<file path="config.mk">
export PLATFORM = sky130hd
export DESIGN_NAME = xbap_top
export DESIGN_NICKNAME = d
export VERILOG_FILES = /design/src/design/xbap_top.v /design/src/design/xbap_sync2.v /design/src/design/xbap_buf2.v
export VERILOG_INCLUDE_DIRS = /design/src /design/src/design
export SDC_FILE = /design/constraint.sdc
export NUM_CORES = 1
export LEC_CHECK = 0
export BUFFER_PORTS_ARGS = -buffer_cell sky130_fd_sc_hd__buf_2
export CAP_MARGIN = 15
export CORE_UTILIZATION = 26
export DETAILED_ROUTE_END_ITERATION = 10
export GPL_TIMING_DRIVEN = 0
export PLACE_DENSITY = 0.49
export SLEW_MARGIN = 20
export SYNTH_ARGS = -nofsm -noshare
export SYNTH_HDL_FRONTEND = slang
export SYNTH_HIERARCHICAL = 1
export SYNTH_SLANG_ARGS = --single-unit
</file>
<file path="constraint.sdc">
create_clock -name i_ref_clk -period 4.9 [get_ports i_ref_clk]
set_input_delay 0 -clock i_ref_clk [delete_from_list [all_inputs] [get_ports i_ref_clk]]
set_output_delay 0 -clock i_ref_clk [all_outputs]
set_load 0.01 [all_outputs]
</file>
<file path="src/design/xbap_regs.vh">
// Constants for the expansion bus peripheral master and host port slave.
// Assumes a 250 MHz core clock; included by the top design file only, not by the synchroniser or buffer files.
`ifndef XBAP_REGS_VH
`define XBAP_REGS_VH

// ----------------------------------------
// Register offsets (word addresses)
// ----------------------------------------
`define XBAP_ADDR_W        4
`define XBAP_OFF_CE0       4'h0
`define XBAP_OFF_CE1       4'h1
`define XBAP_OFF_CE2       4'h2
`define XBAP_OFF_CE3       4'h3
`define XBAP_OFF_CMD       4'h4
`define XBAP_OFF_WDATA     4'h5
`define XBAP_OFF_STAT      4'h6
`define XBAP_OFF_RDATA     4'h7
`define XBAP_OFF_HOSTDATA  4'h8
`define XBAP_OFF_CFG       4'h9

// ----------------------------------------
// Space control fields
// ----------------------------------------
`define XBAP_RS_LSB        0
`define XBAP_RST_LSB       4
`define XBAP_RH_LSB        8
`define XBAP_WS_LSB        12
`define XBAP_WST_LSB       16
`define XBAP_WH_LSB        20
`define XBAP_CNT_W         4
`define XBAP_CTL_RESET     24'h33_3333

// Command: [1:0] space, [2] write, [6:3] word address, [7] go
`define XBAP_CMD_WR_BIT    2
`define XBAP_CMD_GO_BIT    7

// ----------------------------------------
// Timing
// ----------------------------------------
`define XBAP_RDY_MIN_SUM   5'h04
`define XBAP_CE_TAIL_NS    28
`define XBAP_CLK_NS        4
// Tail of 28 ns at 4 ns per cycle, sized for the tail counter
`define XBAP_CE_TAIL_CYC   3'h7
`define XBAP_RDY_END_CYC   3
`define XBAP_HZ_CYC        2

`endif

</file>
<file path="src/design/xbap_top.v">
// Expansion bus: asynchronous peripheral master and synchronous host port slave.
// Assumes a plain register port on i_ref_clk; all pins asynchronous to it.
//
// Our own choices: the address-and-strobe port and the register offsets.
`timescale 1ns/1ps
`include "xbap_regs.vh"

module xbap_top (
  // Clock, reset, enable
  input  wire        i_ref_clk,
  input  wire        i_rst_n,
  input  wire        i_ce,
  // Register port
  input  wire [3:0]  i_reg_addr,
  input  wire [31:0] i_reg_wdata,
  input  wire        i_reg_wr,
  input  wire        i_reg_rd,
  output reg  [31:0] o_reg_rdata,
  // Boot straps
  input  wire        i_boot_dir_pol,
  input  wire        i_boot_last_pol,
  // Peripheral side pins
  output reg  [3:0]  o_space_chip_enable_n,
  output reg  [3:0]  o_byte_lane_pins,
  output reg         o_byte_lane_pins_oe,
  output reg         o_peripheral_output_enable_n,
  output reg         o_read_strobe_n,
  output reg         o_write_strobe_n,
  output reg         o_write_strobe_oe,
  // Shared ready line
  input  wire        i_bus_ready_line,
  output reg         o_bus_ready_line,
  output reg         o_bus_ready_line_oe,
  // Shared data lines
  input  wire [31:0] i_bus_data_lines,
  output reg  [31:0] o_bus_data_lines,
  output reg         o_bus_data_lines_oe,
  // Host port inputs
  input  wire        i_host_bus_clock,
  input  wire        i_host_port_select_n,
  input  wire        i_host_address_strobe_n,
  input  wire        i_host_control_select,
  input  wire        i_transfer_direction,
  input  wire        i_burst_last_flag,
  input  wire [3:0]  i_byte_lane_enables_n
);
  // ----------------------------------------
  // States
  // ----------------------------------------
  localparam [2:0] ST_IDLE  = 3'h0;
  localparam [2:0] ST_SETUP = 3'h1;
  localparam [2:0] ST_STRB  = 3'h2;
  localparam [2:0] ST_RDYW  = 3'h3;
  localparam [2:0] ST_HOLD  = 3'h4;
  localparam [2:0] ST_HOST  = 3'h5;
  localparam [2:0] ST_REL   = 3'h6;

  // ----------------------------------------
  // Synchronisers
  // ----------------------------------------
  wire [42:0] sync_in;
  wire [42:0] sync_q;
  assign sync_in = {i_host_bus_clock, i_host_port_select_n, i_host_address_strobe_n,
                    i_host_control_select, i_transfer_direction, i_burst_last_flag,
                    i_byte_lane_enables_n, i_bus_ready_line, i_bus_data_lines};
  xbap_sync2 #(.W(43)) u_sync (
    .i_ref_clk (i_ref_clk),
    .i_rst_n   (i_rst_n),
    .i_ce      (i_ce),
    .i_async   (sync_in),
    .o_sync    (sync_q)
  );
  wire        hclk_s = sync_q[42];
  wire        hsel_n = sync_q[41];
  wire        has_n  = sync_q[40];
  wire        hctl   = sync_q[39];
  wire        hdir   = sync_q[38];
  wire        hlast  = sync_q[37];
  wire [3:0]  hbe_n  = sync_q[36:33];
  wire        rdy_s  = sync_q[32];
  wire [31:0] dat_s  = sync_q[31:0];

  // ----------------------------------------
  // Registers
  // ----------------------------------------
  reg  [23:0] ctl_r [0:3];
  reg  [7:0]  cmd_r;
  reg  [31:0] wdata_r;
  reg  [31:0] rdata_r;
  reg  [31:0] hdata_r;
  reg  [1:0]  cfg_r;
  reg         busy_r;
  reg         dir_pol_r;
  reg         last_pol_r;
  reg         strap_done_r;
  reg  [2:0]  st_r;
  reg  [3:0]  cnt_r;
  reg  [2:0]  tail_r;
  reg  [2:0]  rcnt_r;
  reg         use_rdy_r;
  reg         hclk_d_r;
  reg         host_rd_r;
  reg         host_last_r;
  reg  [1:0]  rcap_r;

  function [3:0] fld;
    input [23:0] ctl;
    input [4:0]  lsb;
    begin
      fld = ctl[lsb +: 4];
    end
  endfunction

  wire [23:0] cur_ctl = ctl_r[cmd_r[1:0]];
  wire        is_wr   = cmd_r[`XBAP_CMD_WR_BIT];
  wire [3:0]  c_set   = fld(cur_ctl, is_wr ? `XBAP_WS_LSB  : `XBAP_RS_LSB);
  wire [3:0]  c_stb   = fld(cur_ctl, is_wr ? `XBAP_WST_LSB : `XBAP_RST_LSB);
  wire [3:0]  c_hld   = fld(cur_ctl, is_wr ? `XBAP_WH_LSB  : `XBAP_RH_LSB);
  wire [4:0]  sum_ss  = {1'b0, c_set} + {1'b0, c_stb};
  wire        hclk_rise = hclk_s & ~hclk_d_r;
  wire        host_dir_wr = hdir ^ dir_pol_r;
  wire        host_is_last = hlast ^ last_pol_r;
  wire        go = i_reg_wr && (i_reg_addr == `XBAP_OFF_CMD) && i_reg_wdata[`XBAP_CMD_GO_BIT];

  // Host read words queue towards the pins; software may stall the source
  wire        hq_in_valid = i_reg_wr && (i_reg_addr == `XBAP_OFF_HOSTDATA);
  wire        hq_in_ready;
  wire        hq_out_valid;
  wire [31:0] hq_out_data;
  wire        hq_pop = (st_r == ST_HOST) && hclk_rise && !hsel_n && host_rd_r && hq_out_valid;
  xbap_buf2 #(.W(32)) u_buf (
    .i_ref_clk (i_ref_clk),
    .i_rst_n   (i_rst_n),
    .i_ce      (i_ce),
    .i_valid   (hq_in_valid),
    .o_ready   (hq_in_ready),
    .i_data    (i_reg_wdata),
    .o_valid   (hq_out_valid),
    .i_ready   (hq_pop),
    .o_data    (hq_out_data)
  );

  // ----------------------------------------
  // Register writes and strap capture
  // ----------------------------------------
  genvar g;
  generate
    for (g = 0; g < 4; g = g + 1) begin : g_ctl
      always @(posedge i_ref_clk) begin
        if (!i_rst_n) begin
          ctl_r[g] <= `XBAP_CTL_RESET;
        end else if (i_ce && i_reg_wr && (i_reg_addr == g)) begin
          ctl_r[g] <= i_reg_wdata[23:0];
        end
      end
    end
  endgenerate

  always @(posedge i_ref_clk) begin
    if (!i_rst_n) begin
      wdata_r      <= 32'h0000_0000;
      cfg_r        <= 2'h0;
      dir_pol_r    <= 1'b0;
      last_pol_r   <= 1'b0;
      strap_done_r <= 1'b0;
    end else if (i_ce) begin
      if (!strap_done_r) begin
        // Straps sampled once after reset release
        dir_pol_r    <= i_boot_dir_pol;
        last_pol_r   <= i_boot_last_pol;
        strap_done_r <= 1'b1;
      end
      if (i_reg_wr && (i_reg_addr == `XBAP_OFF_WDATA)) begin
        wdata_r <= i_reg_wdata;
      end else if (i_reg_wr && (i_reg_addr == `XBAP_OFF_CFG)) begin
        cfg_r <= i_reg_wdata[1:0];
      end
    end
  end

  // ----------------------------------------
  // Read port
  // ----------------------------------------
  always @(posedge i_ref_clk) begin
    if (!i_rst_n) begin
      o_reg_rdata <= 32'h0000_0000;
    end else if (i_ce) begin
      if (!i_reg_rd) begin
        o_reg_rdata <= 32'h0000_0000;
      end else if (i_reg_addr < `XBAP_OFF_CMD) begin
        o_reg_rdata <= {8'h00, ctl_r[i_reg_addr[1:0]]};
      end else if (i_reg_addr == `XBAP_OFF_CMD) begin
        o_reg_rdata <= {24'h00_0000, cmd_r};
      end else if (i_reg_addr == `XBAP_OFF_WDATA) begin
        o_reg_rdata <= wdata_r;
      end else if (i_reg_addr == `XBAP_OFF_STAT) begin
        o_reg_rdata <= {25'h000_0000, hq_in_ready, hq_out_valid, st_r, last_pol_r, busy_r};
      end else if (i_reg_addr == `XBAP_OFF_RDATA) begin
        o_reg_rdata <= rdata_r;
      end else if (i_reg_addr == `XBAP_OFF_HOSTDATA) begin
        o_reg_rdata <= hdata_r;
      end else if (i_reg_addr == `XBAP_OFF_CFG) begin
        o_reg_rdata <= {29'h0000_0000, dir_pol_r, cfg_r};
      end else begin
        o_reg_rdata <= 32'h0000_0000;
      end
    end
  end

  // ----------------------------------------
  // Bus state machine
  // ----------------------------------------
  always @(posedge i_ref_clk) begin
    if (!i_rst_n) begin
      st_r        <= ST_IDLE;
      cnt_r       <= 4'h0;
      tail_r      <= 3'h0;
      rcnt_r      <= 3'h0;
      use_rdy_r   <= 1'b0;
      busy_r      <= 1'b0;
      cmd_r       <= 8'h00;
      rdata_r     <= 32'h0000_0000;
      hdata_r     <= 32'h0000_0000;
      hclk_d_r    <= 1'b0;
      host_rd_r   <= 1'b0;
      host_last_r <= 1'b0;
      rcap_r      <= 2'h0;
      o_space_chip_enable_n        <= 4'hF;
      o_byte_lane_pins             <= 4'h0;
      o_byte_lane_pins_oe          <= 1'b0;
      o_peripheral_output_enable_n <= 1'b1;
      o_read_strobe_n              <= 1'b1;
      o_write_strobe_n             <= 1'b1;
      o_write_strobe_oe            <= 1'b0;
      o_bus_ready_line             <= 1'b1;
      o_bus_ready_line_oe          <= 1'b0;
      o_bus_data_lines             <= 32'h0000_0000;
      o_bus_data_lines_oe          <= 1'b0;
    end else if (i_ce) begin
      hclk_d_r <= hclk_s;
      // Pin data lags two edges in the synchroniser; take it two edges after strobe rise
      rcap_r <= {rcap_r[0], 1'b0};
      if (rcap_r[1]) begin
        rdata_r <= dat_s;
      end
      // Enable may linger after the cycle; bounded by the tail count
      if (tail_r != 3'h0) begin
        tail_r <= tail_r - 3'h1;
        if (tail_r == 3'h1) begin
          o_space_chip_enable_n <= 4'hF;
        end
      end
      case (st_r)
        ST_IDLE: begin
          if (go) begin
            cmd_r  <= i_reg_wdata[7:0];
            busy_r <= 1'b1;
            st_r   <= ST_SETUP;
            cnt_r  <= 4'h0;
          end else if (hclk_rise && !hsel_n && !has_n) begin
            host_rd_r   <= ~host_dir_wr;
            host_last_r <= 1'b0;
            st_r        <= ST_HOST;
          end
        end
        ST_SETUP: begin
          // Selects driven from the first setup cycle
          o_space_chip_enable_n <= ~(4'h1 << cmd_r[1:0]);
          tail_r                <= 3'h0;
          o_byte_lane_pins      <= cmd_r[6:3];
          o_byte_lane_pins_oe   <= 1'b1;
          o_write_strobe_oe     <= 1'b1;
          o_peripheral_output_enable_n <= is_wr;
          o_bus_data_lines      <= wdata_r;
          o_bus_data_lines_oe   <= is_wr;
          use_rdy_r             <= cfg_r[0] && (sum_ss >= `XBAP_RDY_MIN_SUM);
          if ((cnt_r != 4'h0) && (cnt_r >= c_set)) begin
            cnt_r <= 4'h0;
            st_r  <= ST_STRB;
            o_read_strobe_n  <= is_wr;
            o_write_strobe_n <= ~is_wr;
          end else begin
            cnt_r <= cnt_r + 4'h1;
          end
        end
        ST_STRB: begin
          if (cnt_r + 4'h1 >= c_stb) begin
            if (use_rdy_r && !rdy_s) begin
              st_r <= ST_RDYW;
            end else begin
              o_read_strobe_n  <= 1'b1;
              o_write_strobe_n <= 1'b1;
              if (!is_wr) begin
                rcap_r[0] <= 1'b1;
              end
              cnt_r <= 4'h0;
              st_r  <= ST_HOLD;
            end
          end else begin
            cnt_r <= cnt_r + 4'h1;
          end
          rcnt_r <= 3'h0;
        end
        ST_RDYW: begin
          // Ready seen: three more cycles then strobe rises
          if (rdy_s || (rcnt_r != 3'h0)) begin
            if (rcnt_r == `XBAP_RDY_END_CYC - 1) begin
              o_read_strobe_n  <= 1'b1;
              o_write_strobe_n <= 1'b1;
              if (!is_wr) begin
                rcap_r[0] <= 1'b1;
              end
              cnt_r <= 4'h0;
              st_r  <= ST_HOLD;
            end else begin
              rcnt_r <= rcnt_r + 3'h1;
            end
          end
        end
        ST_HOLD: begin
          if (cnt_r >= c_hld) begin
            o_byte_lane_pins_oe          <= 1'b0;
            o_peripheral_output_enable_n <= 1'b1;
            o_bus_data_lines_oe          <= 1'b0;
            o_write_strobe_oe            <= 1'b0;
            tail_r <= `XBAP_CE_TAIL_CYC;
            busy_r <= 1'b0;
            st_r   <= ST_IDLE;
          end else begin
            cnt_r <= cnt_r + 4'h1;
          end
        end
        ST_HOST: begin
          o_bus_ready_line_oe <= 1'b1;
          // Active low ready; low when data is on hand or write can land
          o_bus_ready_line    <= host_rd_r ? ~hq_out_valid : 1'b0;
          if (hclk_rise) begin
            if (hsel_n || host_last_r) begin
              st_r   <= ST_REL;
              cnt_r  <= 4'h0;
              o_bus_data_lines_oe <= 1'b0;
            end else if (host_rd_r && hq_out_valid) begin
              o_bus_data_lines    <= hq_out_data;
              o_bus_data_lines_oe <= 1'b1;
              host_last_r         <= host_is_last;
            end else if (!host_rd_r) begin
              // Lane enables pick the bytes that land
              hdata_r[7:0]   <= hbe_n[0] ? hdata_r[7:0]   : dat_s[7:0];
              hdata_r[15:8]  <= hbe_n[1] ? hdata_r[15:8]  : dat_s[15:8];
              hdata_r[23:16] <= hbe_n[2] ? hdata_r[23:16] : dat_s[23:16];
              hdata_r[31:24] <= hbe_n[3] ? hdata_r[31:24] : dat_s[31:24];
              host_last_r    <= host_is_last | hctl;
            end
          end
        end
        ST_REL: begin
          o_bus_ready_line <= 1'b1;
          if (cnt_r + 4'h1 >= `XBAP_HZ_CYC) begin
            o_bus_ready_line_oe <= 1'b0;
            st_r <= ST_IDLE;
          end else begin
            cnt_r <= cnt_r + 4'h1;
          end
        end
        default: begin
          st_r <= ST_IDLE;
        end
      endcase
    end
  end
endmodule // xbap_top

</file>
<file path="src/design/xbap_sync2.v">
// Two-flop synchroniser, vector wide.
// Assumes the input is asynchronous to i_ref_clk.
`timescale 1ns/1ps
module xbap_sync2 #(
  parameter W = 1
) (
  // Clock and reset
  input  wire         i_ref_clk,
  input  wire         i_rst_n,
  input  wire         i_ce,
  // Data
  input  wire [W-1:0] i_async,
  output reg  [W-1:0] o_sync
);
  reg [W-1:0] meta_r;

  always @(posedge i_ref_clk) begin
    if (!i_rst_n) begin
      meta_r <= {W{1'b0}};
      o_sync <= {W{1'b0}};
    end else if (i_ce) begin
      meta_r <= i_async;
      o_sync <= meta_r;
    end
  end
endmodule // xbap_sync2

</file>
<file path="src/design/xbap_buf2.v">
// Two-entry valid/ready buffer.
// Assumes both sides run on i_ref_clk.
`timescale 1ns/1ps
module xbap_buf2 #(
  parameter W = 36
) (
  // Clock and reset
  input  wire         i_ref_clk,
  input  wire         i_rst_n,
  input  wire         i_ce,
  // Fill side
  input  wire         i_valid,
  output wire         o_ready,
  input  wire [W-1:0] i_data,
  // Drain side
  output wire         o_valid,
  input  wire         i_ready,
  output wire [W-1:0] o_data
);
  reg [W-1:0] mem_r [0:1];
  reg         wp_r;
  reg         rp_r;
  reg [1:0]   cnt_r;
  wire        push;
  wire        pop;

  assign o_ready = (cnt_r != 2'h2);
  assign o_valid = (cnt_r != 2'h0);
  assign o_data  = mem_r[rp_r];
  assign push    = i_valid & o_ready;
  assign pop     = o_valid & i_ready;

  always @(posedge i_ref_clk) begin
    if (!i_rst_n) begin
      wp_r  <= 1'b0;
      rp_r  <= 1'b0;
      cnt_r <= 2'h0;
    end else if (i_ce) begin
      if (push) begin
        wp_r <= ~wp_r;
      end
      if (pop) begin
        rp_r <= ~rp_r;
      end
      cnt_r <= cnt_r + {1'b0, push} - {1'b0, pop};
    end
  end

  always @(posedge i_ref_clk) begin
    if (i_ce && push) begin
      mem_r[wp_r] <= i_data;
    end
  end
endmodule // xbap_buf2

</file>
==> impl_metrics.ini <==
[yosys]
ys_seq_elements = 461
ys_warn_count = 6
yosysUniqueCellTypes = 79
syn_inst = 1899
netlist_area_um2 = 20500
synth_top_area_share_pct = 29.4
synth-simple-area-share_pct = 17.1
synthesis.nets = 2014
synth_edf_count = 160
ys_seq_area_share_pct = 52.8
ys_async_sr_fraction_pct = 0
synth-xor-area-share_pct = 0.384
synth_mux_area_share_pct = 14.7
synth_fa_ha_area_share_pct = 1.80
synth_compound_area_share_pct = 9.39
synth.area.top_cells = dfxtp_1 (29%), edfxtp_1 (23%), mux2i_1 (7.0%)
avgSynthCellArea_um2 = 10.8
yosys.area.top_type = dfxtp_1
synthFlopType = dfxtp_1
synth_top_family_by_area = simple AND/OR/NAND/NOR gates

[placement]
post-place-ws_ns = 0.318
dpl.cell_count = 3109
gp_congestion = 0.887
placed_area_um2 = 22900
dp.final_hpwl_um = 55500
portBuffers = 163

[detailed_routing]
initialDrtViolationCount = 1303
vias = 16000
ant_nets = 0
routedWlPerCell_um = 22.2
drcViolationCount = 0
routed_wl_um = 72900
viasPerCell = 4.86
drt_pass1_iterations = 7

[timing]
fmax_ghz = 0.216
final.setup_skew_ns = 0.0346
layout_min_cycle_time_ns = 4.63
worst_pin_slew_ns = 0.992
fin_ws_ns = 0.275
period_share_pct = 94.4
slew_viol_final = 0
timing.hold.ws_ns = 0.0327
report.final.setup_viol = 0
rsz0062_at_grt = no
slew_headroom_pct = 33.8
hold_viol_final = 0

[critical_path]
path_cells = clkbuf_1 -> clkbuf_1 -> mux4_2 -> nand2_1 -> nand2_1 -> ha_1 -> nand2b_1 -> a211o_1 -> a21oi_1 -> o211ai_1 -> and3_1 -> a311oi_1
critPathKind = flip-flop to flip-flop
crit_path_max_fanout = 10
endpoint_kind = flip-flop
crit_family = buffers and inverters
critPathLaunchType = flip-flop
cp_data_required_time_ns = 5.40
timing.critical_path.buf_inv = 2
crit_slowest_cell = clkbuf_1
crit_arrival_ns = 5.13
slowest_delay_ns = 0.69

[floorplanning]
start_util_pct = 26.4
row_count = 102
core-area_um2 = 77700
die-area_um2 = 80100
io_pins = 166
die_x_um = 283
die_y_um = 283

[cts]
cts-root-buf = clkbuf_16
clock_latency_ns = 0.63
cts_buffers = 52
htree_levels = 2
cts_buffer_depth = 3
cts_sinks = 461
cts_resized = 0
clkSlewWorstSetupHoldPaths_ns = 0.06
cts_tree = yes

[worst_hold_path]
hold_path_class = primary input to flip-flop
hold_path.startpoint = i_reg_addr[1]

[global_route]
grt_pass1_vias = 15700
grt_antenna_before_repair = 3
grtUsageTotal_pct = 17.9
grt_max_degree = 19
grt_overflow = 0
grt_pass1_wl_um = 106000

[cells_and_area]
mostFrequentLayoutCells = dfxtp_1 (301), nand2_1 (280), buf_2 (187)
nNetsFinal = 2320
fin_area_um2 = 25500
stdcell_count = 3290
area_delta_synth_final_pct = 24.3
final_common_cell = dfxtp_1
drive_gt1_share_pct = 18.2

[power]
peakVddDrop_mv = 0.212
pwr_density_cell_nw_per_um2 = 366
finalPower_w = 0.00933
power.leakage_nw = 9.19

[run_status]
outcome = finished, final reports clean

[job]
max_cap_viol_count = 0
[logic make-up (layout without fill, tap and decap cells)]
| family | after synthesis | after routing |
|---|---|---|
| AO/OA/AOI/OAI | 295 | 295 |
| XOR/XNOR | 9 | 9 |
| adder cells (fa/ha/maj) | 29 | 29 |
| buffers and inverters | 162 | 512 |
| flip-flops | 461 | 461 |
| multiplexers | 225 | 225 |
| other | 0 | 1 |
| AND/OR/NAND/NOR | 718 | 718 |
[path summary, 6_finish.rpt]
| kind | to | slack [ns] | cells after the start |
|---|---|---|---|
| min reg2reg | wdata_r[5] | 0.45 | 2 |
| max reg2reg | st_r[1] | 0.27 | 12 |
| max | st_r[1] | 0.27 | 12 |
| min | cfg_r[0] | 0.03 | 5 |
[final cells by class]
type / instances / area [µm²]
fill: 7867 / 52200
sequential: 461 / 10800
multi-input combinational: 1276 / 8950
timing repair buffer: 252 / 1800
clock buffer: 72 / 1530
tap: 1040 / 1300
buffer: 133 / 697
clock inverter: 26 / 290
inverter: 29 / 109
antenna: 1 / 2.50
[worst reg2reg max path, stage by stage (launching register included)]
cell and delay, ns:
dfxtp_1 0.47, clkbuf_1 0.70, clkbuf_1 0.65, mux4_2 0.46, nand2_1 0.09, nand2_1 0.15
ha_1 0.30, nand2b_1 0.14, a211o_1 0.32, a21oi_1 0.40, o211ai_1 0.30, and3_1 0.29
a311oi_1 0.26
[synthesized netlist by cell type (6+ instances only)]
cell and n:
a21oi_1 143, a22oi_1 6, dfxtp_1 301, ha_1 28
and2_1 61, o21ai_0 36, nand4_1 6, xnor2_1 6
mux4_2 48, nand2b_1 24, mux2i_1 143, mux2_4 30
inv_1 28, buf_12 7, or3_1 40, edfxtp_1 160
nand2_1 280, a311oi_1 32, a32oi_1 6, a31oi_1 6
buf_2 24, buf_4 7, clkbuf_1 85, nor2_1 151
nand3_1 19, buf_1 6, a222oi_1 24, nor3_1 13
nor2b_1 93
[registers in the layout, indices dropped and copies added, names as in the netlist, 2 cells and up, named ones only]
signal                 count
ctl_r                     96
u_buf/mem_r               64
u_sync/meta_r             43
u_sync/o_sync             43
hdata_r                   32
o_bus_data_lines          32
o_reg_rdata               32
rdata_r                   32
wdata_r                   32
cmd_r                      8
cnt_r                      4
o_byte_lane_pins           4
o_space_chip_enable_n      4
rcnt_r                     3
st_r                       3
tail_r                     3
cfg_r                      2
rcap_r                     2
u_buf/cnt_r                2
[power breakdown]
part           switching, W  internal, W  total, W  leakage [nW]
Clock               0.00164      0.00244   0.00408         0.889
Sequential         0.000145      0.00412   0.00427          3.96
Combinational      0.000587     0.000400  0.000987          4.34
Total               0.00237      0.00696   0.00933          9.19
[layer usage]
| metal | GRT usage (%) | routed length [µm] |
|---|---|---|
| met1 | 24.2 | 32300 |
| met2 | 28.0 | 32700 |
| met3 | 3.99 | 5670 |
| met4 | 5.75 | 2240 |
| met5 | 0 | 27 |
[per-stage QoR]
step	setup TNS, ns	util, %
floorplan	0	-
global placement	-101.09	29.1
detailed placement	0	29.4
CTS	0	32.8
global route	0	32.8
finish	0	32.8
[repair_timing]
| item | CTS | global route |
|---|---|---|
| endpoints found under the hold margin | 255 | 0 |
| setup endpoints to repair | 0 | 0 |
| setup buffers | 0 | 0 |
| hold buffers | 82 | 0 |
(Power assumes the default switching activity.)
